==> src/tsq_pkg.sv <==
package tsq_pkg;

    // Bus geometry: byte addresses, one aligned 32-bit word per register.
    localparam int TSQ_ADDR_W = 6;
    localparam int TSQ_DATA_W = 32;
    localparam int TSQ_BE_W = 4;

    // Register byte offsets.
    localparam logic [5:0] TSQ_OFF_POINTER = 6'h00;
    localparam logic [5:0] TSQ_OFF_QUEUE_FIRST = 6'h04;
    localparam logic [5:0] TSQ_OFF_QUEUE_LAST = 6'h20;
    localparam logic [5:0] TSQ_OFF_CONTROL = 6'h24;

    // Field layout.
    localparam int TSQ_PTR_W = 5;
    localparam int TSQ_BYTE_W = 8;
    localparam int TSQ_HALF_W = 16;
    localparam int TSQ_QUEUE_WORDS = 8;
    localparam int TSQ_STEP_COUNT = 16;
    localparam int TSQ_QIDX_W = 3;
    localparam int TSQ_SIDX_W = 4;
    localparam int TSQ_CTRL_ENABLE_BIT = 0;
    localparam int TSQ_CTRL_START_BIT = 1;

    // Reset values.
    localparam logic [4:0] TSQ_PTR_RESET = 5'h00;
    localparam logic TSQ_CTRL_RESET = 1'b0;
    localparam logic [31:0] TSQ_RDATA_RESET = 32'h0000_0000;
    localparam logic [7:0] TSQ_CMD_RESET = 8'h00;

    // True when the byte address falls on one of the eight queue words.
    function automatic logic tsqIsQueue(input logic [5:0] addr);
        logic [5:0] word;
        word = {addr[5:2], 2'b00};
        return (word >= TSQ_OFF_QUEUE_FIRST) && (word <= TSQ_OFF_QUEUE_LAST);
    endfunction

    // Queue word index 0..7 for a queue byte address.
    function automatic logic [2:0] tsqQueueIndex(input logic [5:0] addr);
        logic [5:0] diff;
        diff = {addr[5:2], 2'b00} - TSQ_OFF_QUEUE_FIRST;
        return diff[4:2];
    endfunction

endpackage

==> src/tsq_step_pointer.sv <==
`timescale 1ns/1ps
module tsq_step_pointer
    import tsq_pkg::*;
(
    // Clock and reset
    input wire logic core_clk,
    input wire logic rst_n,
    // Control
    input wire logic loadEn,
    input wire logic [4:0] loadValue,
    input wire logic advanceEn,
    // State
    output logic [4:0] pointer
);

    logic [4:0] pointer_reg;
    logic [4:0] pointer_next;

    always_comb
    begin
        pointer_next = pointer_reg;
        if (loadEn)
        begin
            pointer_next = loadValue;
        end
        else if (advanceEn)
        begin
            pointer_next = 5'(pointer_reg + 5'h01);
        end
    end

    always_ff @(posedge core_clk or negedge rst_n)
    begin
        if (!rst_n)
        begin
            pointer_reg <= TSQ_PTR_RESET;
        end
        else
        begin
            pointer_reg <= pointer_next;
        end
    end

    assign pointer = pointer_reg;

    a_pointer_advance_step: assert property (@(posedge core_clk) disable iff (!rst_n)
        (advanceEn && !loadEn) |=> (pointer_reg == 5'($past(pointer_reg) + 5'h01)))
        else $error("Pointer did not advance by one step.");

endmodule // tsq_step_pointer

==> src/tsq_queue_store.sv <==
`timescale 1ns/1ps
module tsq_queue_store
    import tsq_pkg::*;
(
    // Clock and reset; reset only quiets the checks, the bytes never clear
    input wire logic core_clk,
    input wire logic rst_n,
    // Write port
    input wire logic wrEn,
    input wire logic [2:0] wrIndex,
    input wire logic [1:0] wrByteEn,
    input wire logic [15:0] wrWord,
    // Bus read port
    input wire logic [2:0] rdIndex,
    output logic [15:0] rdWord,
    // Step read port
    input wire logic [3:0] stepIndex,
    output logic [7:0] stepByte
);

    // No reset term: the command bytes must survive every reset.
    logic [7:0] stepMem [TSQ_STEP_COUNT];

    always_ff @(posedge core_clk)
    begin
        if (wrEn && wrByteEn[0])
        begin
            stepMem[{wrIndex, 1'b0}] <= wrWord[7:0];
        end
        if (wrEn && wrByteEn[1])
        begin
            stepMem[{wrIndex, 1'b1}] <= wrWord[15:8];
        end
    end

    assign rdWord = {stepMem[{rdIndex, 1'b1}], stepMem[{rdIndex, 1'b0}]};
    assign stepByte = stepMem[stepIndex];

    a_even_byte_store: assert property (@(posedge core_clk) disable iff (!rst_n)
        (wrEn && wrByteEn[0]) |=> (stepMem[{$past(wrIndex), 1'b0}] == $past(wrWord[7:0])))
        else $error("Even step byte not stored in low byte.");

    a_odd_byte_store: assert property (@(posedge core_clk) disable iff (!rst_n)
        (wrEn && wrByteEn[1]) |=> (stepMem[{$past(wrIndex), 1'b1}] == $past(wrWord[15:8])))
        else $error("Odd step byte not stored in high byte.");

endmodule // tsq_queue_store

==> src/tsq_trigger_step_queue_store.sv <==
`timescale 1ns/1ps
module tsq_trigger_step_queue_store
    import tsq_pkg::*;
(
    // Clock and reset
    input wire logic core_clk,
    input wire logic rst_n,
    // Avalon-MM slave
    input wire logic [5:0] avs_address,
    input wire logic avs_read,
    input wire logic avs_write,
    input wire logic [31:0] avs_writedata,
    input wire logic [3:0] avs_byteenable,
    output logic [31:0] avs_readdata,
    output logic avs_waitrequest,
    // Step executor side
    input wire logic stepAdvance,
    output logic [7:0] stepCommand,
    output logic [4:0] stepPointer,
    // Generator state
    output logic generatorEnable,
    output logic sequenceStart,
    output logic queueLocked
);

    logic busReq;
    logic busAccept;
    logic wrAccept;
    logic hitPointer;
    logic hitQueue;
    logic hitControl;
    logic [2:0] queueIdx;

    logic waitReq_reg;
    logic waitReq_next;
    logic [31:0] readData_reg;
    logic [31:0] readData_next;
    logic enable_reg;
    logic enable_next;
    logic start_reg;
    logic start_next;
    logic locked_reg;
    logic locked_next;
    logic [7:0] stepCmd_reg;

    logic ptrLoadEn;
    logic ptrAdvanceEn;
    logic [4:0] ptrValue;
    logic queueWrEn;
    logic [15:0] queueRdWord;
    logic [7:0] queueStepByte;

    // Address decode; the low two address bits select nothing.
    assign hitPointer = ({avs_address[5:2], 2'b00} == TSQ_OFF_POINTER);
    assign hitControl = ({avs_address[5:2], 2'b00} == TSQ_OFF_CONTROL);
    assign hitQueue = tsqIsQueue(avs_address);
    assign queueIdx = tsqQueueIndex(avs_address);

    // A request is held for one wait cycle, then completed at the edge where
    // waitrequest is seen low. That single fixed wait lets read data come from
    // a flop without a pipeline of its own.
    assign busReq = avs_read || avs_write;
    assign busAccept = busReq && !waitReq_reg;
    assign wrAccept = busAccept && avs_write;

    always_comb
    begin
        waitReq_next = 1'b1;
        if (busReq && waitReq_reg)
        begin
            waitReq_next = 1'b0;
        end
    end

    always_ff @(posedge core_clk or negedge rst_n)
    begin
        if (!rst_n)
        begin
            waitReq_reg <= 1'b1;
        end
        else
        begin
            waitReq_reg <= waitReq_next;
        end
    end

    // Read data is captured as waitrequest drops and stands until the next read.
    always_comb
    begin
        readData_next = readData_reg;
        if (avs_read && waitReq_reg)
        begin
            readData_next = TSQ_RDATA_RESET;
            if (hitPointer)
            begin
                readData_next[TSQ_PTR_W-1:0] = ptrValue;
            end
            else if (hitQueue)
            begin
                readData_next[TSQ_HALF_W-1:0] = queueRdWord;
            end
            else if (hitControl)
            begin
                readData_next[TSQ_CTRL_ENABLE_BIT] = enable_reg;
                readData_next[TSQ_CTRL_START_BIT] = start_reg;
            end
        end
    end

    always_ff @(posedge core_clk or negedge rst_n)
    begin
        if (!rst_n)
        begin
            readData_reg <= TSQ_RDATA_RESET;
        end
        else
        begin
            readData_reg <= readData_next;
        end
    end

    // Control bits stay writable while locked, otherwise software could never stop
    // the generator to reload the queue.
    always_comb
    begin
        enable_next = enable_reg;
        start_next = start_reg;
        if (wrAccept && hitControl && avs_byteenable[0])
        begin
            enable_next = avs_writedata[TSQ_CTRL_ENABLE_BIT];
            start_next = avs_writedata[TSQ_CTRL_START_BIT];
        end
        locked_next = enable_next && start_next;
    end

    always_ff @(posedge core_clk or negedge rst_n)
    begin
        if (!rst_n)
        begin
            enable_reg <= TSQ_CTRL_RESET;
            start_reg <= TSQ_CTRL_RESET;
            locked_reg <= TSQ_CTRL_RESET;
        end
        else
        begin
            enable_reg <= enable_next;
            start_reg <= start_next;
            locked_reg <= locked_next;
        end
    end

    // Pointer and queue writes pass only while the generator is not running.
    assign ptrLoadEn = wrAccept && hitPointer && avs_byteenable[0] && !locked_reg;
    assign queueWrEn = wrAccept && hitQueue && !locked_reg;
    assign ptrAdvanceEn = stepAdvance && locked_reg;

    tsq_step_pointer u_pointer (
        .core_clk(core_clk),
        .rst_n(rst_n),
        .loadEn(ptrLoadEn),
        .loadValue(avs_writedata[TSQ_PTR_W-1:0]),
        .advanceEn(ptrAdvanceEn),
        .pointer(ptrValue)
    );

    tsq_queue_store u_store (
        .core_clk(core_clk),
        .rst_n(rst_n),
        .wrEn(queueWrEn),
        .wrIndex(queueIdx),
        .wrByteEn(avs_byteenable[1:0]),
        .wrWord(avs_writedata[TSQ_HALF_W-1:0]),
        .rdIndex(queueIdx),
        .rdWord(queueRdWord),
        .stepIndex(ptrValue[TSQ_SIDX_W-1:0]),
        .stepByte(queueStepByte)
    );

    // The command byte lags the pointer by one cycle; the executor must allow for it.
    always_ff @(posedge core_clk or negedge rst_n)
    begin
        if (!rst_n)
        begin
            stepCmd_reg <= TSQ_CMD_RESET;
        end
        else
        begin
            stepCmd_reg <= queueStepByte;
        end
    end

    assign avs_readdata = readData_reg;
    assign avs_waitrequest = waitReq_reg;
    assign stepCommand = stepCmd_reg;
    assign stepPointer = ptrValue;
    assign generatorEnable = enable_reg;
    assign sequenceStart = start_reg;
    assign queueLocked = locked_reg;

    // A second copy of the pointer, built from the bus and executor inputs plus the accept and lock flags, so
    // that a wrong enable or a fault inside the pointer module shows up as a mismatch.
    logic [4:0] ptrShadow_reg;

    always_ff @(posedge core_clk or negedge rst_n)
    begin
        if (!rst_n)
        begin
            ptrShadow_reg <= TSQ_PTR_RESET;
        end
        else if (wrAccept && hitPointer && avs_byteenable[0] && !queueLocked)
        begin
            ptrShadow_reg <= avs_writedata[TSQ_PTR_W-1:0];
        end
        else if (stepAdvance && queueLocked)
        begin
            ptrShadow_reg <= 5'(ptrShadow_reg + 5'h01);
        end
    end

    a_wait_single_cycle: assert property (@(posedge core_clk) disable iff (!rst_n)
        (busReq && avs_waitrequest) |=> !avs_waitrequest)
        else $error("Request not answered after one wait cycle.");

    a_pointer_upper_zero: assert property (@(posedge core_clk) disable iff (!rst_n)
        (avs_read && hitPointer && !avs_waitrequest) |-> (avs_readdata[31:TSQ_PTR_W] == 27'h0000000))
        else $error("Upper pointer register bits read nonzero.");

    a_pointer_readback: assert property (@(posedge core_clk) disable iff (!rst_n)
        (wrAccept && hitPointer && avs_byteenable[0] && !locked_reg)
        |=> (stepPointer == $past(avs_writedata[4:0])))
        else $error("Unlocked pointer write did not land.");

    a_lock_pointer_hold: assert property (@(posedge core_clk) disable iff (!rst_n)
        (wrAccept && hitPointer && generatorEnable && sequenceStart && !stepAdvance)
        |=> (stepPointer == $past(stepPointer)))
        else $error("Pointer changed by a write while locked.");

    a_lock_queue_hold: assert property (@(posedge core_clk) disable iff (!rst_n)
        (wrAccept && hitQueue && generatorEnable && sequenceStart) |-> !queueWrEn)
        else $error("Queue write passed while locked.");

    a_lock_tracks_bits: assert property (@(posedge core_clk) disable iff (!rst_n)
        queueLocked == (generatorEnable && sequenceStart))
        else $error("Lock flag disagrees with enable and start.");

    a_queue_readback: assert property (@(posedge core_clk) disable iff (!rst_n)
        (wrAccept && hitQueue && !locked_reg && (avs_byteenable[1:0] == 2'h3))
        ##1 (avs_read && waitReq_reg && (queueIdx == $past(queueIdx)))
        |=> (avs_readdata[15:0] == $past(avs_writedata[15:0], 2)))
        else $error("Queue word did not read back as written.");

    a_wait_idle_high: assert property (@(posedge core_clk) disable iff (!rst_n)
        !busReq
        |=> avs_waitrequest)
        else $error("Waitrequest dropped with no request.");

    a_wait_one_low: assert property (@(posedge core_clk) disable iff (!rst_n)
        !avs_waitrequest
        |=> avs_waitrequest)
        else $error("Waitrequest stayed low for more than one cycle.");

    a_wait_after_request: assert property (@(posedge core_clk) disable iff (!rst_n)
        !avs_waitrequest
        |-> $past(busReq))
        else $error("Waitrequest low without a request in the cycle before.");

    a_readdata_stands: assert property (@(posedge core_clk) disable iff (!rst_n)
        !(avs_read && avs_waitrequest)
        |=> $stable(avs_readdata))
        else $error("Read data changed outside a read answer.");

    a_pointer_read_value: assert property (@(posedge core_clk) disable iff (!rst_n)
        (avs_read && hitPointer && !avs_waitrequest)
        |-> (avs_readdata[TSQ_PTR_W-1:0] == $past(stepPointer)))
        else $error("Pointer read did not return the pointer.");

    a_queue_read_value: assert property (@(posedge core_clk) disable iff (!rst_n)
        (avs_read && hitQueue && !avs_waitrequest)
        |-> (avs_readdata[TSQ_HALF_W-1:0] == $past(queueRdWord)))
        else $error("Queue read did not return the stored bytes.");

    a_queue_upper_zero: assert property (@(posedge core_clk) disable iff (!rst_n)
        (avs_read && hitQueue && !avs_waitrequest)
        |-> (avs_readdata[31:TSQ_HALF_W] == 16'h0000))
        else $error("Upper queue word bits read nonzero.");

    a_unmapped_read_zero: assert property (@(posedge core_clk) disable iff (!rst_n)
        (avs_read && !hitPointer && !hitQueue && !hitControl && !avs_waitrequest)
        |-> (avs_readdata == 32'h0000_0000))
        else $error("Unmapped address read nonzero.");

    a_control_read_value: assert property (@(posedge core_clk) disable iff (!rst_n)
        (avs_read && hitControl && !avs_waitrequest)
        |-> (avs_readdata == {30'h0000_0000, $past(sequenceStart), $past(generatorEnable)}))
        else $error("Control read did not return enable and start.");

    a_control_write_lands: assert property (@(posedge core_clk) disable iff (!rst_n)
        (wrAccept && hitControl && avs_byteenable[0])
        |=> ((generatorEnable == $past(avs_writedata[TSQ_CTRL_ENABLE_BIT]))
            && (sequenceStart == $past(avs_writedata[TSQ_CTRL_START_BIT]))))
        else $error("Control write did not land.");

    a_control_holds: assert property (@(posedge core_clk) disable iff (!rst_n)
        !(wrAccept && hitControl && avs_byteenable[0])
        |=> ($stable(generatorEnable) && $stable(sequenceStart)))
        else $error("Control bits changed without a control write.");

    a_idle_pointer_hold: assert property (@(posedge core_clk) disable iff (!rst_n)
        (!stepAdvance && !(wrAccept && hitPointer))
        |=> $stable(stepPointer))
        else $error("Pointer moved with no write and no advance.");

    a_unlocked_no_advance: assert property (@(posedge core_clk) disable iff (!rst_n)
        (stepAdvance && !queueLocked && !(wrAccept && hitPointer))
        |=> $stable(stepPointer))
        else $error("Pointer advanced while the generator was not running.");

    a_pointer_lane_guard: assert property (@(posedge core_clk) disable iff (!rst_n)
        (wrAccept && hitPointer && !avs_byteenable[0] && !stepAdvance)
        |=> $stable(stepPointer))
        else $error("Pointer written without its byte lane.");

    a_step_pointer_wrap: assert property (@(posedge core_clk) disable iff (!rst_n)
        (ptrAdvanceEn && (stepPointer == 5'h1F))
        |=> (stepPointer == 5'h00))
        else $error("Pointer did not wrap to zero.");

    a_lock_write_acked: assert property (@(posedge core_clk) disable iff (!rst_n)
        (avs_write && avs_waitrequest && queueLocked)
        |=> !avs_waitrequest)
        else $error("Write while locked was not acknowledged.");

    a_pointer_shadow_match: assert property (@(posedge core_clk) disable iff (!rst_n)
        (stepPointer == ptrShadow_reg))
        else $error("Pointer disagrees with its shadow copy.");

endmodule // tsq_trigger_step_queue_store

==> config.mk <==
export PLATFORM = sky130hd
export DESIGN_NAME = tsq_trigger_step_queue_store
export DESIGN_NICKNAME = d
export VERILOG_FILES = /design/src/tsq_pkg.sv /design/src/tsq_step_pointer.sv /design/src/tsq_queue_store.sv /design/src/tsq_trigger_step_queue_store.sv
export SDC_FILE = /design/constraint.sdc
export NUM_CORES = 1
export LEC_CHECK = 0
export BUFFER_PORTS_ARGS = -buffer_cell sky130_fd_sc_hd__buf_2
export CORE_UTILIZATION = 25
export DETAILED_ROUTE_END_ITERATION = 16
export SLEW_MARGIN = 20
export SYNTH_ARGS = -nofsm -noshare
export SYNTH_HDL_FRONTEND = slang
export SYNTH_HIERARCHICAL = 1
export SYNTH_SLANG_ARGS = --single-unit
==> constraint.sdc <==
create_clock -name core_clk -period 2.4 [get_ports core_clk]
set_clock_uncertainty 0.05 [all_clocks]
set_input_delay 0.36 -clock core_clk [delete_from_list [all_inputs] [get_ports core_clk]]
set_output_delay 0.36 -clock core_clk [all_outputs]
set_load 0.005 [all_outputs]
==> flow_summary.ini, run 1 <==
[run_status]
outcome = finished, final reports clean

[synthesis]
synth_mux_area_share_pct = 24.5
synth.lib_cells_used.distinct = 40
main_combinational_cell_family_by_area_after_synthesis = multiplexers
yosys.area_share.simple_pct = 4.44
async_reset_ff_share_pct = 20.5
ys_seq_area_share_pct = 61.4
avgSynthCellArea_um2 = 18.3
synth_top_flop_cell = sky130_fd_sc_hd__edfxtp_1
fraction_of_the_mapped_netlist_area_in_compound_gates_pct = 4.19
synth_area_um2 = 7610
post_synth_fa_ha_maj_area_fraction_pct = 0.493
yosysWarnings = 6
xor_xnor_fraction_of_synth_area_pct = 0.576
synthCells = 416
number_of_enable_type_register_cells_in_the_synthesized_netlist = 128
register_bit_count_reported_by_yosys = 161

[min_path]
worst_min_delay_path_startpoint = avs_read
holdCritPathClass = in -> reg

[global_routing]
first_global_vias = 4671
antenna_found_initial = 0
grt_pass1_wl_mm = 29.5
grt_start_max_net_pins = 26
grt_overflow_total = 0
grt.total_usage_pct = 13.2

[place]
io_buffer_count = 59
placed_cells_incl_taps = 902
place_congestion = 0.839
detailedPlacementHpwl_mm = 14.2

[pwr]
power_per_cell_area_nw_per_um2 = 815
report.power.total_mw = 7.58
vdd_drop_max_mv = 0.554
p_leak_nw = 3.44

[clock_network]
clock-root-buffer = sky130_fd_sc_hd__clkbuf_16
postCtsSetupRepairBufs = 0
htree_num_levels = 4
clock-sinks = 161
clock_path_buffers = 2
cts_tree = built
cts_inserted_buffers = 17
clk_latency_ps = 430
cts.reportedPaths.clkPinSlew_ps = 60

[route]
postRouteAntennaNets = 0
drt_pass1_iterations = 5
detailed_route_wire_length_per_cell_um = 21.1
vias = 4500
post_drt_via_cell_ratio = 4.81
drc_errors = 0
totalWireLength_mm = 19.7
drtIter0Drc = 339

[timing]
worst_slew_pin_slew_ps = 605
setup_repair_after_global_routing_missed_its_margin = false
timing.slew.headroom_pct = 59.7
timing_max_transition_violations_final = 0
min_period_ps = 2190
setup-violations-final = 0
min_period_over_period_pct = 91.2
fmax_ghz = 0.457
timing_hold_violations_final = 0

[die]
coreArea_um2 = 29800
boundaryPins = 96
die_x_um = 176
die_y_um = 176
rows = 63
design.die.area_um2 = 31100
floorplan.initialDensity_pct = 25.5

[finish]
regMostFlops = u_store/stepMem
post_layout_nonfiller_instances = 935
area.growth.synth_to_final_pct = 22.1
antennaDiodeCount = 0
largest_register_ffs = 128
filler_cell_count = 2896
seqCellArea_um2 = 4670
multi_input_area_um2 = 2690
final_stage_net_count = 582
layout-drive-gt1-share_pct = 38.7

[setup_path]
critPathLaunch = avs_waitrequest
worst_setup_path_start_kind = flip-flop
end_kind = flip-flop
critical_path.reg2reg.startpoint = avs_waitrequest
required_ps = 2480
critical_path_arrival_ps = 2270
critPathKind = reg -> reg
timing.critical_path.fanout_max = 5

[run]
max_cap_violations = 0
==> cells in the mapped netlist, types with 3 or more instances <==
master                     number  area (um^2)
sky130_fd_sc_hd__nand2b_1       4         25.0
sky130_fd_sc_hd__clkbuf_1       4         15.0
sky130_fd_sc_hd__a22oi_1       16          120
sky130_fd_sc_hd__mux4_1        36          946
sky130_fd_sc_hd__dfrtp_1       32          801
sky130_fd_sc_hd__nor2_1        19         71.3
sky130_fd_sc_hd__inv_1          3         11.3
sky130_fd_sc_hd__mux2_2        22          248
sky130_fd_sc_hd__xor2_1         3         26.3
sky130_fd_sc_hd__edfxtp_1     128         3840
sky130_fd_sc_hd__and2_1         3         18.8
sky130_fd_sc_hd__ha_1           3         37.5
sky130_fd_sc_hd__buf_4         21          158
sky130_fd_sc_hd__mux4_2        28          631
sky130_fd_sc_hd__nand3_1        7         35.0
sky130_fd_sc_hd__o21ai_0        9         45.0
sky130_fd_sc_hd__mux2i_1        4         40.0
sky130_fd_sc_hd__a22o_1        11         96.3
sky130_fd_sc_hd__nor2b_1        3         18.8
sky130_fd_sc_hd__buf_6          9          101
sky130_fd_sc_hd__nor3_1         4         20.0
sky130_fd_sc_hd__nand2_1       20         75.1
sky130_fd_sc_hd__buf_1          3         11.3
==> where the power goes <==
part           leakage [nW]  internal, mW  switching [mW]
Combinational          1.58         0.804           0.762
Clock                 0.291          1.65            1.10
Sequential             1.57          3.18          0.0832
==> per-stage QoR <==
stage                     setup slack, ps  TNS, ps  hold WS (ps)  utilization (%)  cell area [um^2]
after floorplan                      -212    -4780          14.4                -              7670
after global placement               -206    -2230           335             29.1              8670
after detailed placement             -217    -2990           356             29.1              8670
after CTS                            11.2        0          30.7             31.1              9280
after global routing                  138        0          61.6             31.2              9290
final                                 210        0          48.9             31.2              9290
==> worst max-delay path, cell delays in order, from the launching register on <==
cell and delay (ps):
sky130_fd_sc_hd__dfstp_2 390, sky130_fd_sc_hd__nor3b_2 200, sky130_fd_sc_hd__o21ai_0 140, sky130_fd_sc_hd__nor2_2 170, sky130_fd_sc_hd__nor2b_1 240, sky130_fd_sc_hd__nand2_1 160, sky130_fd_sc_hd__nor3_2 270, sky130_fd_sc_hd__buf_4 270
==> layout by cell type (no fill, tap or decap), types with 4 or more instances in the layout <==
master,count
sky130_fd_sc_hd__mux4_2,28
sky130_fd_sc_hd__nand3_1,7
sky130_fd_sc_hd__buf_2,59
sky130_fd_sc_hd__nand2b_1,4
sky130_fd_sc_hd__a22o_1,11
sky130_fd_sc_hd__mux2_2,22
sky130_fd_sc_hd__edfxtp_1,128
sky130_fd_sc_hd__mux2i_1,4
sky130_fd_sc_hd__clkbuf_16,17
sky130_fd_sc_hd__nor2_1,17
sky130_fd_sc_hd__buf_4,58
sky130_fd_sc_hd__dfrtp_1,31
sky130_fd_sc_hd__mux4_1,36
sky130_fd_sc_hd__a22oi_1,16
sky130_fd_sc_hd__buf_12,5
sky130_fd_sc_hd__o21ai_0,9
sky130_fd_sc_hd__nand2_1,20
sky130_fd_sc_hd__conb_1,16
==> cell families (layout without fill, tap and decap cells) <==
group	after synthesis	after routing
flops	161	161
mux	90	90
simple gates	69	69
buf+inv	44	158
compound gates	43	43
xor+xnor	5	5
fa+ha+maj	3	3
other cells	1	16
==> area by class of cell <==
type                       instances  area share (%)
inverter                           3           0.121
multi-input combinational        226            28.9
clock buffer                      20            4.70
timing repair buffer             123            9.05
sequential                       161            50.3
clock inverter                    12            1.71
tap                              390            5.25
==> worst paths after layout <==
check                      slack, ps                     to  depth (start not counted)
min                               50        avs_waitrequest                          2
max in group asynchronous       1240         stepCommand[5]                          3
max                              210  u_store/stepMem[0][0]                          7
min in group asynchronous        420        generatorEnable                          2
min reg2reg                      440        avs_readdata[0]                          2
max reg2reg                      210  u_store/stepMem[0][0]                          7
==> routing by layer <==
metal / GRT usage (%) / part of all wire [%] / vias up
li1: - / - / 1932
met4: 4.99 / 2.3 / 0
met1: 16.1 / 41 / 2348
met3: 3.55 / 6.4 / 30
met5: 0 / 0 / -
met2: 22.2 / 50 / 190
==> timing repair <==
action                                  CTS  global route
hold buffers                              1             0
endpoints found under the setup margin    0            37
endpoints found under the hold margin    23             0
resized for setup                         0             4
Note: power is estimated with default switching activity, not from simulation.
==> run 2: changes to the inputs <==
--- a/config.mk
+++ b/config.mk
@@ -8,6 +8,8 @@
 export BUFFER_PORTS_ARGS = -buffer_cell sky130_fd_sc_hd__buf_2
 export CORE_UTILIZATION = 25
 export DETAILED_ROUTE_END_ITERATION = 16
+export GPL_TIMING_DRIVEN = 0
+export SKIP_LAST_GASP = 1
 export SLEW_MARGIN = 20
 export SYNTH_ARGS = -nofsm -noshare
 export SYNTH_HDL_FRONTEND = slang
==> run 2 against run 1 <==
- the run now ends with hold timing, setup timing left
- sequential power about the same
- sequential share of layout area fell by 1.5 points
- final area increased by 3.0%
- power up 1.9%
- via count shrank 0.20%
- final cell count up 0.64%
- die area is the same
- combinational power is 8% higher
- worst setup slack worse by 290 ps
- critical path type is now in -> reg
- largest cell class unchanged
- largest power group unchanged
==> flow_summary.ini, run 2 (same netlist as run 1, synthesis figures left out) <==
[setup_path]
end_kind = flip-flop
timing.critical_path.fanout_max = 9
crit_end = u_store/stepMem[3][7]
critical_path_arrival_ps = 2570
critical_path.slowest_cell = sky130_fd_sc_hd__nand3_1
critPathKind = in -> reg
critical_path.cell_chain = buf_2 -> inv_1 -> ha_4 -> nor2b_1 -> buf_4 -> nand2b_1 -> o21ai_0 -> nor2_1 -> nand3_1 -> nor3_4 -> buf_4
reg2reg_to = u_store/stepMem[3][7]
dominant_cell_type_by_count_on_the_critical_path = sky130_fd_sc_hd__buf_4
max_stage_delay_ps = 420
timing.reg2reg.setup_slack_ps = 40
critical_path.reg2reg.startpoint = avs_waitrequest
worst_setup_path_start_kind = input pin
ff2ff_path_depth = 6
required_ps = 2490
critPathLaunch = avs_address[2]

[clock_network]
cts.reportedPaths.clkPinSlew_ps = 60
htree_num_levels = 4
cts_inserted_buffers = 17
cts_tree = built
clock_path_buffers = 2
clock-root-buffer = sky130_fd_sc_hd__clkbuf_16
hold_buffers = 0
clock-sinks = 161
clk_latency_ps = 430

[global_routing]
antenna_found_initial = 0
grt.total_usage_pct = 13.6
first_global_vias = 4411
grt_pass1_wl_mm = 29.5
grt_start_max_net_pins = 34
grt_overflow_total = 0

[timing]
setup-violations-final = 8
setup_repair_after_global_routing_missed_its_margin = true
timing_hold_violations_final = 21
fmax_ghz = 0.404
min_period_ps = 2480
timing.slew.headroom_pct = 30.8
worst_slew_pin_slew_ps = 1030
min_period_over_period_pct = 103
setup_ws_ps = -78.0
timing_max_transition_violations_final = 0
fin_hold_ws_ps = -30.9

[route]
postRouteAntennaNets = 0
drc_errors = 0
detailed_route_wire_length_per_cell_um = 21.9
vias = 4491
post_drt_via_cell_ratio = 4.77
totalWireLength_mm = 20.6
drt_pass1_iterations = 5
drtIter0Drc = 440

[pwr]
p_leak_nw = 3.48
vdd_drop_max_mv = 0.378
power_per_cell_area_nw_per_um2 = 807
power.internal_mw = 5.69
switchingPower_mw = 2.04
netSwitchingFraction_pct = 26.4
comb_power_share_pct = 22.0
clock_power_share_pct = 35.4
seq_power_share_pct = 42.7

[die]
die_y_um = 176
die_x_um = 176
floorplan.initialDensity_pct = 25.5
boundaryPins = 96
rows = 63
design.die.area_um2 = 31100
coreArea_um2 = 29800

[finish]
antennaDiodeCount = 0
layout-drive-gt1-share_pct = 41.7
mostFrequentLayoutCell = sky130_fd_sc_hd__edfxtp_1
final_cell_mix = sky130_fd_sc_hd__edfxtp_1, sky130_fd_sc_hd__buf_2, sky130_fd_sc_hd__buf_4
area.growth.synth_to_final_pct = 25.8
final_stage_net_count = 588
fin_util_pct = 32.1
largest_register_ffs = 128
layout.cell_area.non_filler_um2 = 9570
regMostFlops = u_store/stepMem

[place]
detailed_place.area_um2 = 8520
detailedPlacementHpwl_mm = 13.9
io_buffer_count = 59
place_congestion = 0.770
post-place-ws_ps = -906

[run_status]
violations = hold timing, setup timing
outcome = complete, but fails checks

[run]
max_cap_violations = 0

[min_path]
holdCritPathClass = in -> async
run 2: cell count changes in the layout (fill, tap and decap cells not counted), moves of 3 or more:
cell,change
sky130_fd_sc_hd__nor3_1,-3
sky130_fd_sc_hd__buf_4,-18
sky130_fd_sc_hd__nor2_1,-10
sky130_fd_sc_hd__nor3_4,+4
sky130_fd_sc_hd__buf_12,+3
sky130_fd_sc_hd__nor2_4,+12
sky130_fd_sc_hd__buf_6,+13
sky130_fd_sc_hd__clkbuf_1,+3
run 2: critical path, delay by kind of cell:
| kind | cells | cell delay, ps |
|---|---|---|
| and+or+nand+nor | 5 | 1270 |
| buffers and inverters | 4 | 600 |
| adders and majority gates | 1 | 240 |
| AOI/OAI and AO/OA | 1 | 100 |
run 2: area by class of cell:
cell class	count	area, um^2
fillers	2849	20200
flip-flops and latches	161	4670
multi-input cells	226	2840
repair buffers	88	628
well taps	390	488
clock buffers	20	437
plain buffers	41	330
clock inverters	12	158
inverters	3	15.0
run 2: worst min-delay path by stage:
| stage | start | end | slack (ps) | cells past startpoint |
|---|---|---|---|---|
| floorplan | rst_n | avs_readdata[0] | 10 | 0 |
| global route | rst_n | avs_readdata[3] | 40 | 1 |
| detailed placement | avs_readdata[1] | avs_readdata[1] | 420 | 2 |
| CTS | rst_n | avs_readdata[2] | 20 | 1 |
| global placement | avs_readdata[1] | avs_readdata[1] | 420 | 2 |
| finish | rst_n | avs_readdata[2] | -30 | 1 |
run 2: stage by stage:
stage / TNS (ps) / std cells / total power [mW]
2_1_floorplan: -4780 / 431 / 4.41
5_1_grt: -2080 / 941 / 8.02
3_3_place_gp: -120000 / 880 / 4.99
4_1_cts: -7360 / 920 / 7.75
6_report: -442 / 941 / 7.72
3_5_place_dp: -92200 / 884 / 5.00
run 2: power by group through the flow:
stage / clock network, mW / registers [mW] / logic, mW
after floorplan: 0 / 3.33 / 1.08
after global placement: 0 / 3.37 / 1.63
after detailed placement: 0 / 3.36 / 1.64
after CTS: 2.77 / 3.30 / 1.67
after global routing: 2.88 / 3.32 / 1.82
final: 2.73 / 3.29 / 1.70
run 2: what timing repair did:
action / CTS / global route
pin swaps: 3 / 12
setup buffers: 4 / 21
endpoints found under the setup margin: 123 / 143
gates cloned: 0 / 0
endpoints found under the hold margin: 0 / 0
gates resized for setup: 20 / 17
run 2: routing by layer:
layer / GRT usage, % / share of wire [%]
met4: 5.17 / 2.0
met5: 0 / 0
met2: 22.3 / 49
met3: 2.89 / 6.0
met1: 17.5 / 43
